--- config.mk ---
export PLATFORM = sky130hd
export DESIGN_NAME = hbf_fault_reporter
export DESIGN_NICKNAME = d
export VERILOG_FILES = /design/src/shared/hbf_pkg.sv /design/src/rtl/hbf_fault_reporter.sv /design/src/rtl/hbf_sync.sv
export SDC_FILE = /design/constraint.sdc
export NUM_CORES = 1
export LEC_CHECK = 0
export ABC_CLOCK_PERIOD_IN_PS = 1800
export BUFFER_PORTS_ARGS = -buffer_cell sky130_fd_sc_hd__buf_4
export CAP_MARGIN = 10
export CORE_ASPECT_RATIO = 0.9
export CORE_UTILIZATION = 25
export CTS_CLUSTER_DIAMETER = 30
export CTS_CLUSTER_SIZE = 12
export DETAILED_ROUTE_END_ITERATION = 10
export GPL_ROUTABILITY_DRIVEN = 0
export MAX_ROUTING_LAYER = met4
export PLACE_DENSITY_LB_ADDON = 0.05
export RECOVER_POWER = 25
export SLEW_MARGIN = 20
export SYNTH_ARGS = -nofsm -noshare
export SYNTH_HDL_FRONTEND = slang
export SYNTH_SLANG_ARGS = --single-unit
--- constraint.sdc ---
create_clock -name core_clk -period 1.8 [get_ports core_clk]
set_input_delay 0.45 -clock core_clk [delete_from_list [all_inputs] [get_ports core_clk]]
set_output_delay 0.45 -clock core_clk [all_outputs]
set_load 0.01 [all_outputs]
--- src/shared/hbf_pkg.sv ---
// Constants and types for the half-bridge fault reporter
package hbf_pkg;
  // Clock rate
  localparam int CLK_PERIOD_NS = 20;
  // Fault indication delay in ns and in cycles (least time, rounded up)
  localparam int FAULT_CODE_DELAY_NS = 200;
  localparam int FAULT_CODE_DELAY_CYC = (FAULT_CODE_DELAY_NS + CLK_PERIOD_NS - 1) / CLK_PERIOD_NS;
  localparam int DLY_W = 4;
  localparam logic [DLY_W-1:0] DLY_LAST = DLY_W'(FAULT_CODE_DELAY_CYC - 1);
  // Over-current trip after this many consecutive limited cycles
  localparam int OC_TRIP_COUNT = 8;
  localparam int OC_W = 4;
  localparam logic [OC_W-1:0] OC_TRIP = OC_W'(OC_TRIP_COUNT);
  localparam logic [OC_W-1:0] OC_ZERO = 4'h0;
  localparam logic [OC_W-1:0] OC_ONE = 4'h1;
  // Temperature report: 8 mV per degree, 800 mV at 25 degC
  localparam int TEMP_GAIN_MV = 8;
  localparam int TEMP_OFS_MV = 800;
  localparam int TEMP_OFS_DEGC = 25;
  localparam int TEMP_W = 9;
  localparam int MV_W = 12;
  localparam logic signed [TEMP_W-1:0] OT_THRESH_DEGC = 9'sh0A0;
  // Termination code on the modulation input
  typedef enum logic [1:0] {
    HBF_TERM_NONE = 2'h0, // Normal tri-state input termination
    HBF_TERM_PD10K = 2'h1, // 10k to analog_ground: over-current
    HBF_TERM_PD20K = 2'h2, // 20k to analog_ground: over-temperature
    HBF_TERM_PU1K = 2'h3 // 1k to logic supply: switch_node short
  } hbf_term_t;
  // Supervision states, Gray coded along the usual path
  typedef enum logic [1:0] {
    HBF_RUN = 2'h0, // Normal operation
    HBF_WAIT = 2'h1, // Fault latched, code delay running
    HBF_CODE = 2'h3 // Fault latched, code presented
  } hbf_state_t;
endpackage

--- src/rtl/hbf_fault_reporter.sv ---
// Fault supervision and reporting core of an integrated half-bridge stage
//
// What this block does
// [RL1] Report temperature at 8 mV/degC, 800 mV@25C
// [RL2] Any fault forces output to logic supply
// [RL3] Fault code appears fixed delay after fault
// [RL4] Codes: OC 10k down, OT 20k down, short 1k up
// [RL5] Eight consecutive limits trip over-current, latch high-side off
// [RL6] After OC/OT, low side on until zero current
// [RL7] Over-temperature latches fault, high side off, 20k
// [RL8] Switch node short latches fault, 1k pull-up
// [RL9] Enable toggle or supply cycle clears latch
// [RL10] Single limit event blanks high side this cycle
// [RL11] Negative valley limit never reports a fault
// [RL12] Clean switching cycle resets over-current count
// [RL13] First fault type stays until release
`timescale 1ns/100ps
`default_nettype none
module hbf_fault_reporter
  import hbf_pkg::*;
(
  input wire logic core_clk, // Clock, 50 MHz
  input wire logic resetn, // Async reset, active low (supply power-on)
  input wire logic enable_in, // Enable pin, asynchronous
  input wire logic supply_ok, // Logic supply above undervoltage_lockout, async
  input wire logic pwm_high, // Modulation input requests high side on, async
  input wire logic cycle_start, // Switching cycle boundary indication, async
  input wire logic hs_ilim, // High-side current limit comparator, async
  input wire logic ls_valley_lim, // Low-side negative valley limit, async
  input wire logic zero_current_detect, // Inductor current at zero, async
  input wire logic sw_short, // switch_node to power_ground short, async
  input wire logic signed [TEMP_W-1:0] tj_degc, // Junction temperature, degC
  output logic high_side_switch, // High-side gate enable
  output logic low_side_switch, // Low-side gate enable
  output logic [MV_W-1:0] temp_fault_mv, // temp_fault_output level in mV
  output logic temp_fault_at_supply, // temp_fault_output forced to logic supply
  output logic [1:0] pwm_term, // Termination code on modulation input
  output logic fault_latched // Any fault latched
);
  localparam int NS = 7; // Synchronised pins
  logic [NS-1:0] raw_in; // Pin bundle
  logic [NS-1:0] syn; // Synchronised bundle
  logic en_s, ok_s, pwm_s, cyc_s, ilim_s, valley_s, zcd_s; // Unused valley kept named
  logic en_d_r; // Enable delayed for edge detect
  logic cyc_d_r; // Cycle boundary delayed
  logic active; // Enabled and supply good
  logic release_ev; // Latch release event
  logic cyc_edge; // Rising edge of cycle boundary
  logic [OC_W-1:0] oc_cnt_r; // Consecutive limited-cycle count
  logic lim_seen_r; // Limit seen in current cycle
  logic oc_trip; // Over-current fault condition
  logic ot_trip; // Over-temperature condition
  logic short_trip; // Short condition
  logic any_trip; // Any new fault
  hbf_state_t state_r; // Supervision state
  hbf_term_t code_r; // Latched fault type
  logic [DLY_W-1:0] dly_r; // Code delay counter
  logic ls_hold_r; // Low side kept on until zero current
  logic signed [15:0] mv_calc; // Temperature in mV, wide
  logic short_s; // Synchronised short

  assign raw_in = {enable_in, supply_ok, pwm_high, cycle_start, hs_ilim, zero_current_detect,
                   sw_short};

  hbf_sync #(.W(NS)) u_sync (
    .core_clk(core_clk),
    .resetn(resetn),
    .d(raw_in),
    .q(syn)
  );

  // Valley limit only steers the analog loop; it has no path into fault logic
  assign valley_s = 1'b0; // see [RL11]
  assign {en_s, ok_s, pwm_s, cyc_s, ilim_s, zcd_s, short_s} = syn;
  assign active = en_s && ok_s;
  // Either enable edge, or supply dropping, releases the latch
  assign release_ev = (en_s != en_d_r) || !ok_s; // see [RL9]
  assign cyc_edge = cyc_s && !cyc_d_r;
  assign oc_trip = cyc_edge && (lim_seen_r || ilim_s) && (oc_cnt_r == OC_TRIP - OC_ONE); // see [RL5]
  assign ot_trip = tj_degc > OT_THRESH_DEGC; // see [RL7]
  assign short_trip = short_s; // see [RL8]
  assign any_trip = active && (oc_trip || ot_trip || short_trip) && !valley_s;
  assign mv_calc = 16'(TEMP_OFS_MV) + 16'(TEMP_GAIN_MV) * (16'(tj_degc) - 16'(TEMP_OFS_DEGC));

  // Edge-detect history
  always_ff @(posedge core_clk or negedge resetn) begin
    if (!resetn) begin
      en_d_r <= 1'b0;
      cyc_d_r <= 1'b0;
    end else begin
      en_d_r <= en_s;
      cyc_d_r <= cyc_s;
    end
  end

  // Per-cycle limit tracking and consecutive counter
  always_ff @(posedge core_clk or negedge resetn) begin
    if (!resetn) begin
      lim_seen_r <= 1'b0;
      oc_cnt_r <= OC_ZERO;
    end else if (release_ev || state_r != HBF_RUN) begin
      lim_seen_r <= 1'b0;
      oc_cnt_r <= OC_ZERO;
    end else if (cyc_edge) begin
      lim_seen_r <= 1'b0;
      if (lim_seen_r || ilim_s) begin
        oc_cnt_r <= oc_cnt_r + OC_ONE;
      end else begin
        oc_cnt_r <= OC_ZERO; // see [RL12]
      end
    end else if (ilim_s) begin
      lim_seen_r <= 1'b1;
    end
  end

  // Fault latch, type capture and code delay
  always_ff @(posedge core_clk or negedge resetn) begin
    if (!resetn) begin
      state_r <= HBF_RUN;
      code_r <= HBF_TERM_NONE;
      dly_r <= '0;
    end else if (release_ev) begin
      state_r <= HBF_RUN; // see [RL9]
      code_r <= HBF_TERM_NONE;
      dly_r <= '0;
    end else begin
      unique case (state_r)
        HBF_RUN: begin
          if (any_trip) begin
            state_r <= HBF_WAIT;
            dly_r <= '0;
            // Short has priority: it needs the strongest indication
            if (short_trip) begin
              code_r <= HBF_TERM_PU1K; // see [RL4]
            end else if (ot_trip) begin
              code_r <= HBF_TERM_PD20K; // see [RL4]
            end else begin
              code_r <= HBF_TERM_PD10K; // see [RL4]
            end
          end
        end
        HBF_WAIT: begin
          // Code type held; later faults ignored
          if (dly_r == DLY_LAST) begin
            state_r <= HBF_CODE; // see [RL3]
          end else begin
            dly_r <= dly_r + 4'h1;
          end
        end
        HBF_CODE: begin
          state_r <= HBF_CODE; // see [RL13]
        end
        default: begin
          state_r <= HBF_RUN;
        end
      endcase
    end
  end

  // Low-side hold after OC/OT until zero current; a short as the tripping fault turns it off at once
  always_ff @(posedge core_clk or negedge resetn) begin
    if (!resetn) begin
      ls_hold_r <= 1'b0;
    end else if (release_ev) begin
      ls_hold_r <= 1'b0;
    end else if (state_r == HBF_RUN && any_trip) begin
      ls_hold_r <= !short_trip && !zcd_s; // see [RL6]
    end else if (zcd_s) begin
      ls_hold_r <= 1'b0; // see [RL6]
    end
  end

  // Gate drive outputs
  always_ff @(posedge core_clk or negedge resetn) begin
    if (!resetn) begin
      high_side_switch <= 1'b0;
      low_side_switch <= 1'b0;
    end else if (!active) begin
      high_side_switch <= 1'b0;
      low_side_switch <= 1'b0;
    end else if (state_r == HBF_RUN && any_trip) begin
      // Hold taken from the trip itself, so the low side does not drop for a cycle
      high_side_switch <= 1'b0; // see [RL5]
      low_side_switch <= !short_trip && !zcd_s; // see [RL6]
    end else if (state_r != HBF_RUN) begin
      high_side_switch <= 1'b0; // see [RL5]
      low_side_switch <= ls_hold_r && !zcd_s; // see [RL6]
    end else begin
      // Limit blanks the high side for the rest of this cycle
      high_side_switch <= pwm_s && !ilim_s && !lim_seen_r; // see [RL10]
      low_side_switch <= !pwm_s;
    end
  end

  // Reporting outputs
  always_ff @(posedge core_clk or negedge resetn) begin
    if (!resetn) begin
      temp_fault_mv <= '0;
      temp_fault_at_supply <= 1'b0;
      pwm_term <= HBF_TERM_NONE;
      fault_latched <= 1'b0;
    end else begin
      fault_latched <= state_r != HBF_RUN;
      temp_fault_at_supply <= state_r != HBF_RUN; // see [RL2]
      pwm_term <= (state_r == HBF_CODE) ? code_r : HBF_TERM_NONE; // see [RL3]
      if (active && state_r == HBF_RUN) begin
        temp_fault_mv <= mv_calc[15] ? '0 : mv_calc[MV_W-1:0]; // see [RL1]
      end else begin
        temp_fault_mv <= '0;
      end
    end
  end
endmodule
`default_nettype wire

--- src/rtl/hbf_sync.sv ---
// Two flip-flop synchroniser bank for asynchronous pin inputs
`timescale 1ns/100ps
`default_nettype none
module hbf_sync #(
  parameter int W = 1
) (
  input wire logic core_clk, // Clock
  input wire logic resetn, // Async reset, active low
  input wire logic [W-1:0] d, // Raw asynchronous inputs
  output logic [W-1:0] q // Synchronised outputs
);
  logic [W-1:0] meta_r; // First stage, read only by second

  // Each bit gets its own two-stage chain
  genvar i;
  generate
    for (i = 0; i < W; i++) begin : g_bit
      always_ff @(posedge core_clk or negedge resetn) begin
        if (!resetn) begin
          meta_r[i] <= 1'b0;
          q[i] <= 1'b0;
        end else begin
          meta_r[i] <= d[i];
          q[i] <= meta_r[i];
        end
      end
    end
  endgenerate
endmodule
`default_nettype wire

-- After elaboration in Yosys (flattened, before gate mapping)
Cells that the tools add are included.
- register bits: 47
- output and inout port bits: 18
- bits of input ports: 19
- multiplexer cells: 31
- $lt $le $gt $ge: 1
- $add $sub $neg: 4
- reductions and logical operators: 34
- eq/ne operators: 8
- operators with widths (cell ; count):
    $mux W12 ; 2
    $mux W4 ; 6
    $mux W2 ; 9
    $add A11 B13 Y14 const A ; 1
    $mux W1 ; 12
    $logic_and A1 B1 Y1 ; 11
    $sub A9 B6 Y10 const B ; 1
    $gt A9 B9 Y1 const B ; 1
    $ne A3 B3 Y1 const B ; 3
    $reduce_bool A3 Y1 ; 3
    $add A4 B1 Y4 const B ; 2
    $pmux W4 S2 ; 1
    $reduce_bool A2 Y1 ; 4
    $logic_not A1 Y1 ; 7
    $pmux W2 S3 ; 1
    $logic_or A1 B1 Y1 ; 5
    $eq A4 B3 Y1 const B ; 1
    $eq A4 B4 Y1 const B ; 1
    $reduce_and A2 Y1 ; 2
    $reduce_and A3 Y1 ; 1
    $eq A2 B1 Y1 const B ; 1
    $eq A2 B2 Y1 const B ; 1
    $logic_not A2 Y1 ; 1
    $ne A1 B1 Y1 ; 1

-- Depth between registers and ports, before layout
Gate-level depths: netlist (run 1).
- word-level depth: 10
- gate-level depth with buffers: 9
- mapped depth without buffers: 9

-- Modules after synthesis
A second synthesis (run 1) with hierarchy kept.
- cells, all modules: 198
- area total of the unflattened synthesis: 2157.1 µm²
- modules (own cells, without submodules) (module ; cells each ; seq. area each (µm²) ; area each (µm²) ; times used):
    hbf_fault_reporter ; 184 ; 750.7 ; 1806.7 ; 1
    hbf_sync ; 14 ; 350.3 ; 350.3 ; 1

-- Worst setup path before layout (run 1)
Ideal clock, no wire load.
- path type: input-to-reg
- start point: input tj_degc[0]
- end point: register temp_fault_mv[7]
- arrival time: 2115 ps
- path slack: -449 ps
- stages on the path: 9
- path buffers: 0
- data required time: 1666 ps
- cell sequence: inv_1 > ha_1 > xor2_1 > ha_1 > nand2b_1 > o41a_1 > o21a_1 > o311ai_4 > nor2_1
- longest elaborated chain between the ends: 4
- RTL lines (element ; line ; source):
    start, declared ; hbf_fault_reporter.sv:32 ; input wire logic signed [TEMP_W-1:0] tj_degc,
    $sub A9 B6 Y10 ; hbf_fault_reporter.sv:83 ; assign mv_calc = 16'(TEMP_OFS_MV) + 16'(TEMP_GAIN_MV) * (16'(tj_degc) - 16'(TEMP_OFS_DEGC));
    $add A11 B13 Y14 ; hbf_fault_reporter.sv:83 ;
    $mux W12 ; hbf_fault_reporter.sv:207 ; temp_fault_mv <= mv_calc[15] ? '0 : mv_calc[MV_W-1:0];
    $mux W12 ; hbf_fault_reporter.sv:206 ; if (active && state_r == HBF_RUN) begin
    end signal, assigned ; hbf_fault_reporter.sv:207 ;
    end, declared ; hbf_fault_reporter.sv:35 ; output logic [MV_W-1:0] temp_fault_mv,
No other way between the ends.
A chain may end at the register's enable or synchronous reset.

-- Worst setup path in the final report (run 1)
- start point: input tj_degc[1]
- end point: register temp_fault_mv[11]
The elaborated chain is that of the path after synthesis.

==> summary.md, run 1 <==
| Metric | Value |
|---|---|
| H-tree lvl count | 2 |
| Min setup slack post-route | -0.2048 ns |
| TritonCTS Sinks | between 40 and 50 |
| Fin area | ~3100 um2 |
| Leakage | 1.414 nW |
| Post-Place Cell Area | 2820 um2 |
| Slew Limit Headroom | 0.2689 |
| Largest net degree at the start of global routing | 45 |
| Nets@finish | 307 |
| 1st-iter DRT viols | 59 |
| Buffers on Ports | 32 |
| CTS Buf Count | 5 |
| Final Hold Fails | 0 |
| Startpoint Class | input pin |
| Ratio of routed vias to standard cells | 4.469 |
| Post-synth EDFFs | 0 |
| Clock Power Share | 0.358 |
| Drt first pass iters | 4 |
| Clock Latency Late Sink | 0.29 ns |
| Top-count cell post-synth | dfrtp_1 |
| I/O pins | 37 |
| Worst path required time | 1.98 ns |
| Area leader, netlist | dfrtp_1 |
| MaxCap Viol Count | 0 |
| CTS tree | built |
| Area of the multi-input gates | 1035 um2 |
| Worst-path clk slew | 0.08 ns |
| Layout cells sized above 1 | 0.4417 |
| Period utilization | 1.114 |
| FILL cells | between 800 and 900 |
| Sequential power share | 0.467 |
| Final wirelength | 5024 um |
| Root Buffer | clkbuf_8 |
| Core ar. | 8145 um2 |
| CP arrival | 2.18 ns |
| Post-synthesis cell type count | 58 |
| Mean Syn Cell Area | 10.64 um2 |
| Rows | 31 |
| Post-DP HPWL | 3639 um |
| Area occupied by registers | 1101 um2 |
| Die Span X | about 99 um |
| Vias | 1707 |
| Cts hold-fix bufs | 0 |
| Highest clock rate | 0.4988 GHz |
| Vias in the first global route | approximately 1600 |
| Clock buffer depth | 2 |
| Final Max Tran Viols | 0 |
| Logic pwr share | 0.175 |
| Switching Fraction | 0.2460 |
| Syn Std Cell Area | 2118 um2 |
| Crit path time final | 2.005 ns |
| Worst VDD drop | 0.0003821 V |
| Final setup vio count | 19 |
| Fin util | 0.3810 |
| Sequential share of the synthesized area | 0.5198 |
| Final Skew | 0.002395 ns |
| First-pass GRT wire length | 8259 um |
| Int Power | 0.001675 W |
| Power density over the cells | 716.1 nW/um2 |
| Failing checks | setup timing |
| Layout Area Growth over Synthesis | 46.49% |
| Ys async rst share | 1.000 |
| Ant diodes | 0 |
| Critical path peak fanout | 4 |
| Critical path class | input pin to flip-flop |
| Synth cell count leaders | dfrtp_1 (44), nor2_1 (26), nand2_1 (10) |
| Die Ht | 89.33 um |
| Synth area leaders | dfrtp_1 (52%), nor2_1 (4.6%), ha_1 (3.5%), xnor2_1 (2.5%), nor3_1 (1.9%) |
| Worst Setup End Kind | flip-flop |
| GRT overflow | 0 |
| GRT Overall Usage | 0.1264 |
| Yosys Warn Count | 0 |
| RSZ-0062 raised after global routing | true |
| Area share of the largest cell type after synthesis | 0.5198 |
| Number of nets with antenna violations after routing | 0 |
| Initial antenna violation count | 0 |
| Hold Crit Class | input pin to flip-flop |
| Initial Util | 0.2601 |
| Die area | 8846 um2 |
| Seq cells post-synth | 44 |
| Net Sw Power | around 0.00055 W |
| Mapped Cells | slightly below 200 |
| Routed WL per cell | 13.15 um |
| # DRC | 0 |
| Status | complete, but fails checks |
| Tightest Pin Transition | ~1.1 ns |
| Synth Flop Type | dfrtp_1 |
flip-flops by register name, summed over array words and instances (netlist names):
register	cells
temp_fault_mv	9
u_sync.meta_r	7
u_sync.q	7
dly_r	4
oc_cnt_r	4
code_r	2
pwm_term	2
state_r	2
cyc_d_r	1
en_d_r	1
fault_latched	1
high_side_switch	1
lim_seen_r	1
low_side_switch	1
ls_hold_r	1
metal layers:
layer / routed length [um] / track usage / part of all wire / vias up
met5: 0 / - / 0 / -
met4: 27 / 0.02849 / 0.0054 / 0
met3: 188 / 0.02893 / 0.037 / 4
met2: 2073 / 0.1793 / 0.41 / 39
met1: 2733 / 0.1814 / 0.54 / 799
li1: - / - / - / 865
layout by cell type, fill, tap and decap left out, types with 3 or more instances in the layout:
cell type / count
nand3_1: 7
buf_4: 73
a21oi_1: 6
o22a_2: 3
ha_1: 4
conb_1: 3
clkbuf_4: 7
inv_1: 7
dfrtp_1: 44
clkbuf_8: 6
nor2_2: 3
nor2_1: 22
xnor2_1: 6
nor3_1: 6
nand2_1: 10
nand2b_1: 3
power groups by stage:
stage | clock network (W) | registers (W) | logic [W]
after floorplan | 0 | 0.00106 | 0.000161
after global placement | 0 | 0.00106 | 0.000353
after detailed placement | 0 | 0.00106 | 0.000349
after CTS | 0.000820 | 0.00104 | 0.000379
after global routing | 0.000854 | 0.00104 | 0.000427
final | 0.000794 | 0.00104 | 0.000389
critical path: stages:
cell      delay [ns]
buf_12          0.10
inv_12          0.03
ha_4            0.15
xor2_2          0.17
ha_2            0.22
nand2b_4        0.14
o41a_1          0.31
o21a_1          0.15
buf_4           0.14
a311oi_2        0.26
nor3_2          0.07
path summary, 6_finish.rpt:
kind                                       startpoint                           to  slack (ns)  depth (start not counted)
min in group asynchronous                      resetn      fault_latched$_DFF_PN0_        0.34                          1
setup reg to reg              oc_cnt_r[1]$_DFFE_PN0N_        ls_hold_r$_DFFE_PN0P_       -0.08                          6
hold / removal                    zero_current_detect   u_sync.meta_r[1]$_DFF_PN0_        0.28                          1
max in group asynchronous                      resetn        ls_hold_r$_DFFE_PN0P_        0.78                          1
setup / recovery                           tj_degc[1]  temp_fault_mv[11]$_DFF_PN0_       -0.20                         11
hold reg to reg            u_sync.meta_r[5]$_DFF_PN0_        u_sync.q[5]$_DFF_PN0_        0.35                          0
cell families (layout without fill, tap and decap cells):
family	after synthesis	count (layout)	synth area share
flops	44	44	0.5198
simple gates	78	78	0.1932
mux	2	2	0.009451
xor+xnor	9	9	0.03721
other cells	1	3	0.001770
fa+ha+maj	6	6	0.03544
buf+inv	21	102	0.04903
compound gates	38	39	0.1542
stage by stage:
stage	TNS, ns	instances	total power, W	worst slack, ns	hold slack, ns
2_1_floorplan	-3.589	201	0.001222	-0.3378	0.1544
3_3_place_gp	-9.328	365	0.001412	-0.5587	0.3326
3_5_place_dp	-9.684	365	0.001407	-0.6195	0.3347
4_1_cts	-2.014	378	0.002238	-0.1472	0.1656
5_1_grt	-3.889	382	0.002323	-0.2596	0.2595
6_report	-2.554	382	0.002222	-0.2048	0.2806
cell type report:
class	instances	share of cell area
well taps	99	0.03992
inverters	9	0.01734
clock inverters	2	0.01250
multi-input cells	137	0.3335
clock buffers	6	0.02661
flip-flops and latches	44	0.3548
repair buffers	85	0.2153
what timing repair did:
action                     in CTS  in global routing
resized for setup              14                  6
buffers inserted                4                  4
cloned                          1                  0
pin swaps                       7                  6
setup endpoints to repair      18                 19
Note: power is estimated with default switching activity, not from simulation.
==> run 2: changes to the inputs <==
--- a/config.mk
+++ b/config.mk
@@ -17,7 +17,10 @@
 export MAX_ROUTING_LAYER = met4
 export PLACE_DENSITY_LB_ADDON = 0.05
 export RECOVER_POWER = 25
+export REMOVE_ABC_BUFFERS = 1
+export SKIP_LAST_GASP = 1
 export SLEW_MARGIN = 20
 export SYNTH_ARGS = -nofsm -noshare
 export SYNTH_HDL_FRONTEND = slang
 export SYNTH_SLANG_ARGS = --single-unit
+export TNS_END_PERCENT = 20
==> run 2 against run 1 <==
Compared with the run above:
- count of clock-buffer cells in the layout is 1 lower
- hold slack better by 0.0029 ns
- final cell count fell by 3.4%
- critical path depth unchanged
- routed wire length fell by 5.0%
- non-clock buffer count is 12 lower
- first-iteration DRC count up 49%
- the run still ends with setup timing left
- highest routed layer unchanged
- final area is 6.3% lower
- largest cell class unchanged
==> summary.md, run 2 (same netlist as run 1, synthesis figures left out) <==
| Metric | Value |
|---|---|
| Slew Limit Headroom | 0.2786 (was 0.2689) |
| Final setup vio count | 19 (unchanged) |
| Largest regs | temp_fault_mv (9), u_sync.meta_r (7), u_sync.q (7) (unchanged) |
| Power density over the cells | 672.7 nW/um2 (was 716.1 nW/um2) |
| Crit path time final | 1.976 ns (was 2.005 ns) |
| Number of nets with antenna violations after routing | 0 (unchanged) |
| Clock Power Share | 0.294 (was 0.358) |
| Worst Setup End Kind | flip-flop (unchanged) |
| Commonest non-fill, non-tap cell in the layout | buf_4 (unchanged) |
| Vias | 1633 (was 1707) |
| Nets@finish | 295 (was 307) |
| Max reg flops | 9 (unchanged) |
| Tightest Pin Transition | 1.082 ns (was 1.097 ns) |
| CP top delay family | compound AO/OA/AOI/OAI gates (unchanged) |
| R2R cell count | 6 (unchanged) |
| Post-Place Cell Area | 2725 um2 (was 2820 um2) |
| Final Max Tran Viols | 0 (unchanged) |
| Worst hold path depth | 1 (unchanged) |
| First-pass GRT wire length | 8211 um (was 8259 um) |
| CP max stage delay | 0.31 ns (about the same) |
| GRT overflow | 0 (unchanged) |
| MaxCap Viol Count | 0 (unchanged) |
| Drt first pass iters | 4 (unchanged) |
| H-tree lvl count | 2 (unchanged) |
| Fin area | 2907 um2 (was 3103 um2) |
| Switching Fraction | 0.2558 (was 0.2460) |
| Net Sw Power | 0.0005002 W (was 0.0005466 W) |
| Post-DP HPWL | 3464 um (was 3639 um) |
| Final Skew | 0.007261 ns (was 0.002395 ns) |
| Vias in the first global route | 1624 (was 1641) |
| Clock buffer depth | 2 (unchanged) |
| Hold Crit Class | input pin to flip-flop (unchanged) |
| I/O pins | 37 (unchanged) |
| Fin Hold WS | 0.2836 ns (was 0.2806 ns) |
| Critical path class | input pin to flip-flop (unchanged) |
| Final Hold Fails | 0 (unchanged) |
| Ant diodes | 0 (unchanged) |
| Largest net degree at the start of global routing | 45 (unchanged) |
| Initial Util | 0.2601 (unchanged) |
| Initial antenna violation count | 0 (unchanged) |
| Cell Chain, Critical Path | buf_8 -> inv_4 -> ha_4 -> xor2_2 -> ha_2 -> nand2b_4 -> o41a_1 -> o21a_1 -> o311ai_4 -> buf_4 -> a31oi_1 (was buf_12 -> inv_12 -> ha_4 -> xor2_2 -> ha_2 -> nand2b_4 -> o41a_1 -> o21a_1 -> buf_4 -> a311oi_2 -> nor3_2) |
| Buffers on Ports | 32 (unchanged) |
| Layout cells sized above 1 | 0.3852 (was 0.4417) |
| CP max stage cell | o41a_1 (unchanged) |
| Die Ht | 89.33 um (unchanged) |
| Period utilization | 1.098 (was 1.114) |
| Root Buffer | clkbuf_8 (unchanged) |
| Int Power | 0.001455 W (was 0.001675 W) |
| Die Span X | 99.03 um (unchanged) |
| Rows | 31 (unchanged) |
| Status | complete, but fails checks (unchanged) |
| Die area | 8846 um2 (unchanged) |
| Most frequent cells in the layout | buf_4 (60), dfrtp_1 (44), nor2_1 (24), nand2_1 (10) (was buf_4 (73), dfrtp_1 (44), nor2_1 (22), nand2_1 (10)) |
| Ratio of routed vias to standard cells | 4.425 (was 4.469) |
| Startpoint Class | input pin (unchanged) |
| Routed WL per cell | 12.94 um (was 13.15 um) |
| # DRC | 0 (unchanged) |
| Leakage | 1.320 nW (was 1.414 nW) |
| Failing checks | setup timing (unchanged) |
| 1st-iter DRT viols | 88 (was 59) |
| Logic pwr share | 0.175 (about the same) |
| Layout Area Growth over Synthesis | 37.21% (was 46.49%) |
| Top reg by flops | temp_fault_mv (unchanged) |
| Clock Latency Late Sink | 0.29 ns (about the same) |
| Final wirelength | 4775 um (was 5024 um) |
| CP arrival | 2.14 ns (was 2.18 ns) |
| Worst path required time | 1.96 ns (was 1.98 ns) |
| Sequential power share | 0.531 (was 0.467) |
| Worst VDD drop | 0.0003297 V (was 0.0003821 V) |
| Cts hold-fix bufs | 0 (unchanged) |
| Worst path bufs/invs | 3 (unchanged) |
| Core ar. | 8145 um2 (unchanged) |
| GRT Overall Usage | 0.1221 (was 0.1264) |
| Crit path depth | 11 (unchanged) |
| TritonCTS Sinks | 44 (unchanged) |
| Highest clock rate | 0.5060 GHz (was 0.4988 GHz) |
| CTS tree | built (unchanged) |
| Worst-path clk slew | 0.08 ns (about the same) |
| Min setup slack post-route | -0.1762 ns (was -0.2048 ns) |
| Critical path peak fanout | 4 (unchanged) |
| RSZ-0062 raised after global routing | true (unchanged) |
| CTS Buf Count | 5 (unchanged) |
==> run 2: through the flow <==
| stage | TNS, ns | setup slack [ns] | utilization | instances | total power, W |
|---|---|---|---|---|---|
| finish | -2.024 | -0.1762 | 0.3568 | 369 | 0.001955 |
| detailed placement | -9.406 | -0.6260 | 0.3346 | 359 | 0.001378 |
| global placement | -8.898 | -0.5754 | 0.3346 | 359 | 0.001383 |
| CTS | -3.045 | -0.2105 | 0.3547 | 368 | 0.001993 |
| global route | -3.364 | -0.2864 | 0.3568 | 369 | 0.002070 |
| floorplan | -4.912 | -0.4487 | - | 189 | 0.001186 |
==> run 2: worst reg2reg max path, delay by kind of cell, from the launching register on <==
family | cells | cell delay (ns)
AO/OA/AOI/OAI | 1 | 0.26
multiplexers | 1 | 0.22
AND/OR/NAND/NOR | 3 | 0.61
flip-flops | 1 | 0.36
adder cells (fa/ha/maj) | 1 | 0.19
==> run 2: repair_timing <==
action,in CTS,in global routing
pin swaps,4,3
resized for setup,18,2
endpoints found under the setup margin,18,18
setup buffers,2,0
gates cloned,0,1
==> run 2: layout make-up <==
class	instances	area [um2]
Fill cell	825	5239
Sequential cell	44	1101
Multi-Input combinational cell	137	980.9
Timing Repair Buffer	73	580.6
Tap cell	99	123.9
Clock buffer	5	68.82
Inverter	9	38.79
Clock inverter	2	12.51
==> run 2: routing by layer <==
layer	share of wire	GRT usage	up-vias	wire length [um]
li1	-	-	842	-
met1	0.55	0.1754	754	2643
met2	0.41	0.1716	35	1944
met3	0.036	0.02893	2	174
met4	0.0025	0.02849	0	12
met5	0	-	-	0
==> run 2: path summary, 6_finish.rpt <==
kind | from | to | slack, ns
worst min register to register | u_sync.meta_r[4]$_DFF_PN0_ | u_sync.q[4]$_DFF_PN0_ | 0.35
worst min-delay path | supply_ok | u_sync.meta_r[5]$_DFF_PN0_ | 0.28
worst max-delay path | tj_degc[0] | temp_fault_mv[10]$_DFF_PN0_ | -0.18
min in group asynchronous | resetn | temp_fault_mv[10]$_DFF_PN0_ | 0.34
worst max register to register | oc_cnt_r[0]$_DFFE_PN0N_ | ls_hold_r$_DFFE_PN0P_ | 0.06
max in group asynchronous | resetn | temp_fault_mv[3]$_DFF_PN0_ | 0.78
==> run 2: power groups by stage <==
stage	registers, W	logic, W	clock network (W)
6_report	0.00104	0.000343	0.000575
5_1_grt	0.00104	0.000382	0.000647
4_1_cts	0.00104	0.000345	0.000610
2_1_floorplan	0.00106	0.000125	0
3_3_place_gp	0.00106	0.000326	0
3_5_place_dp	0.00106	0.000321	0
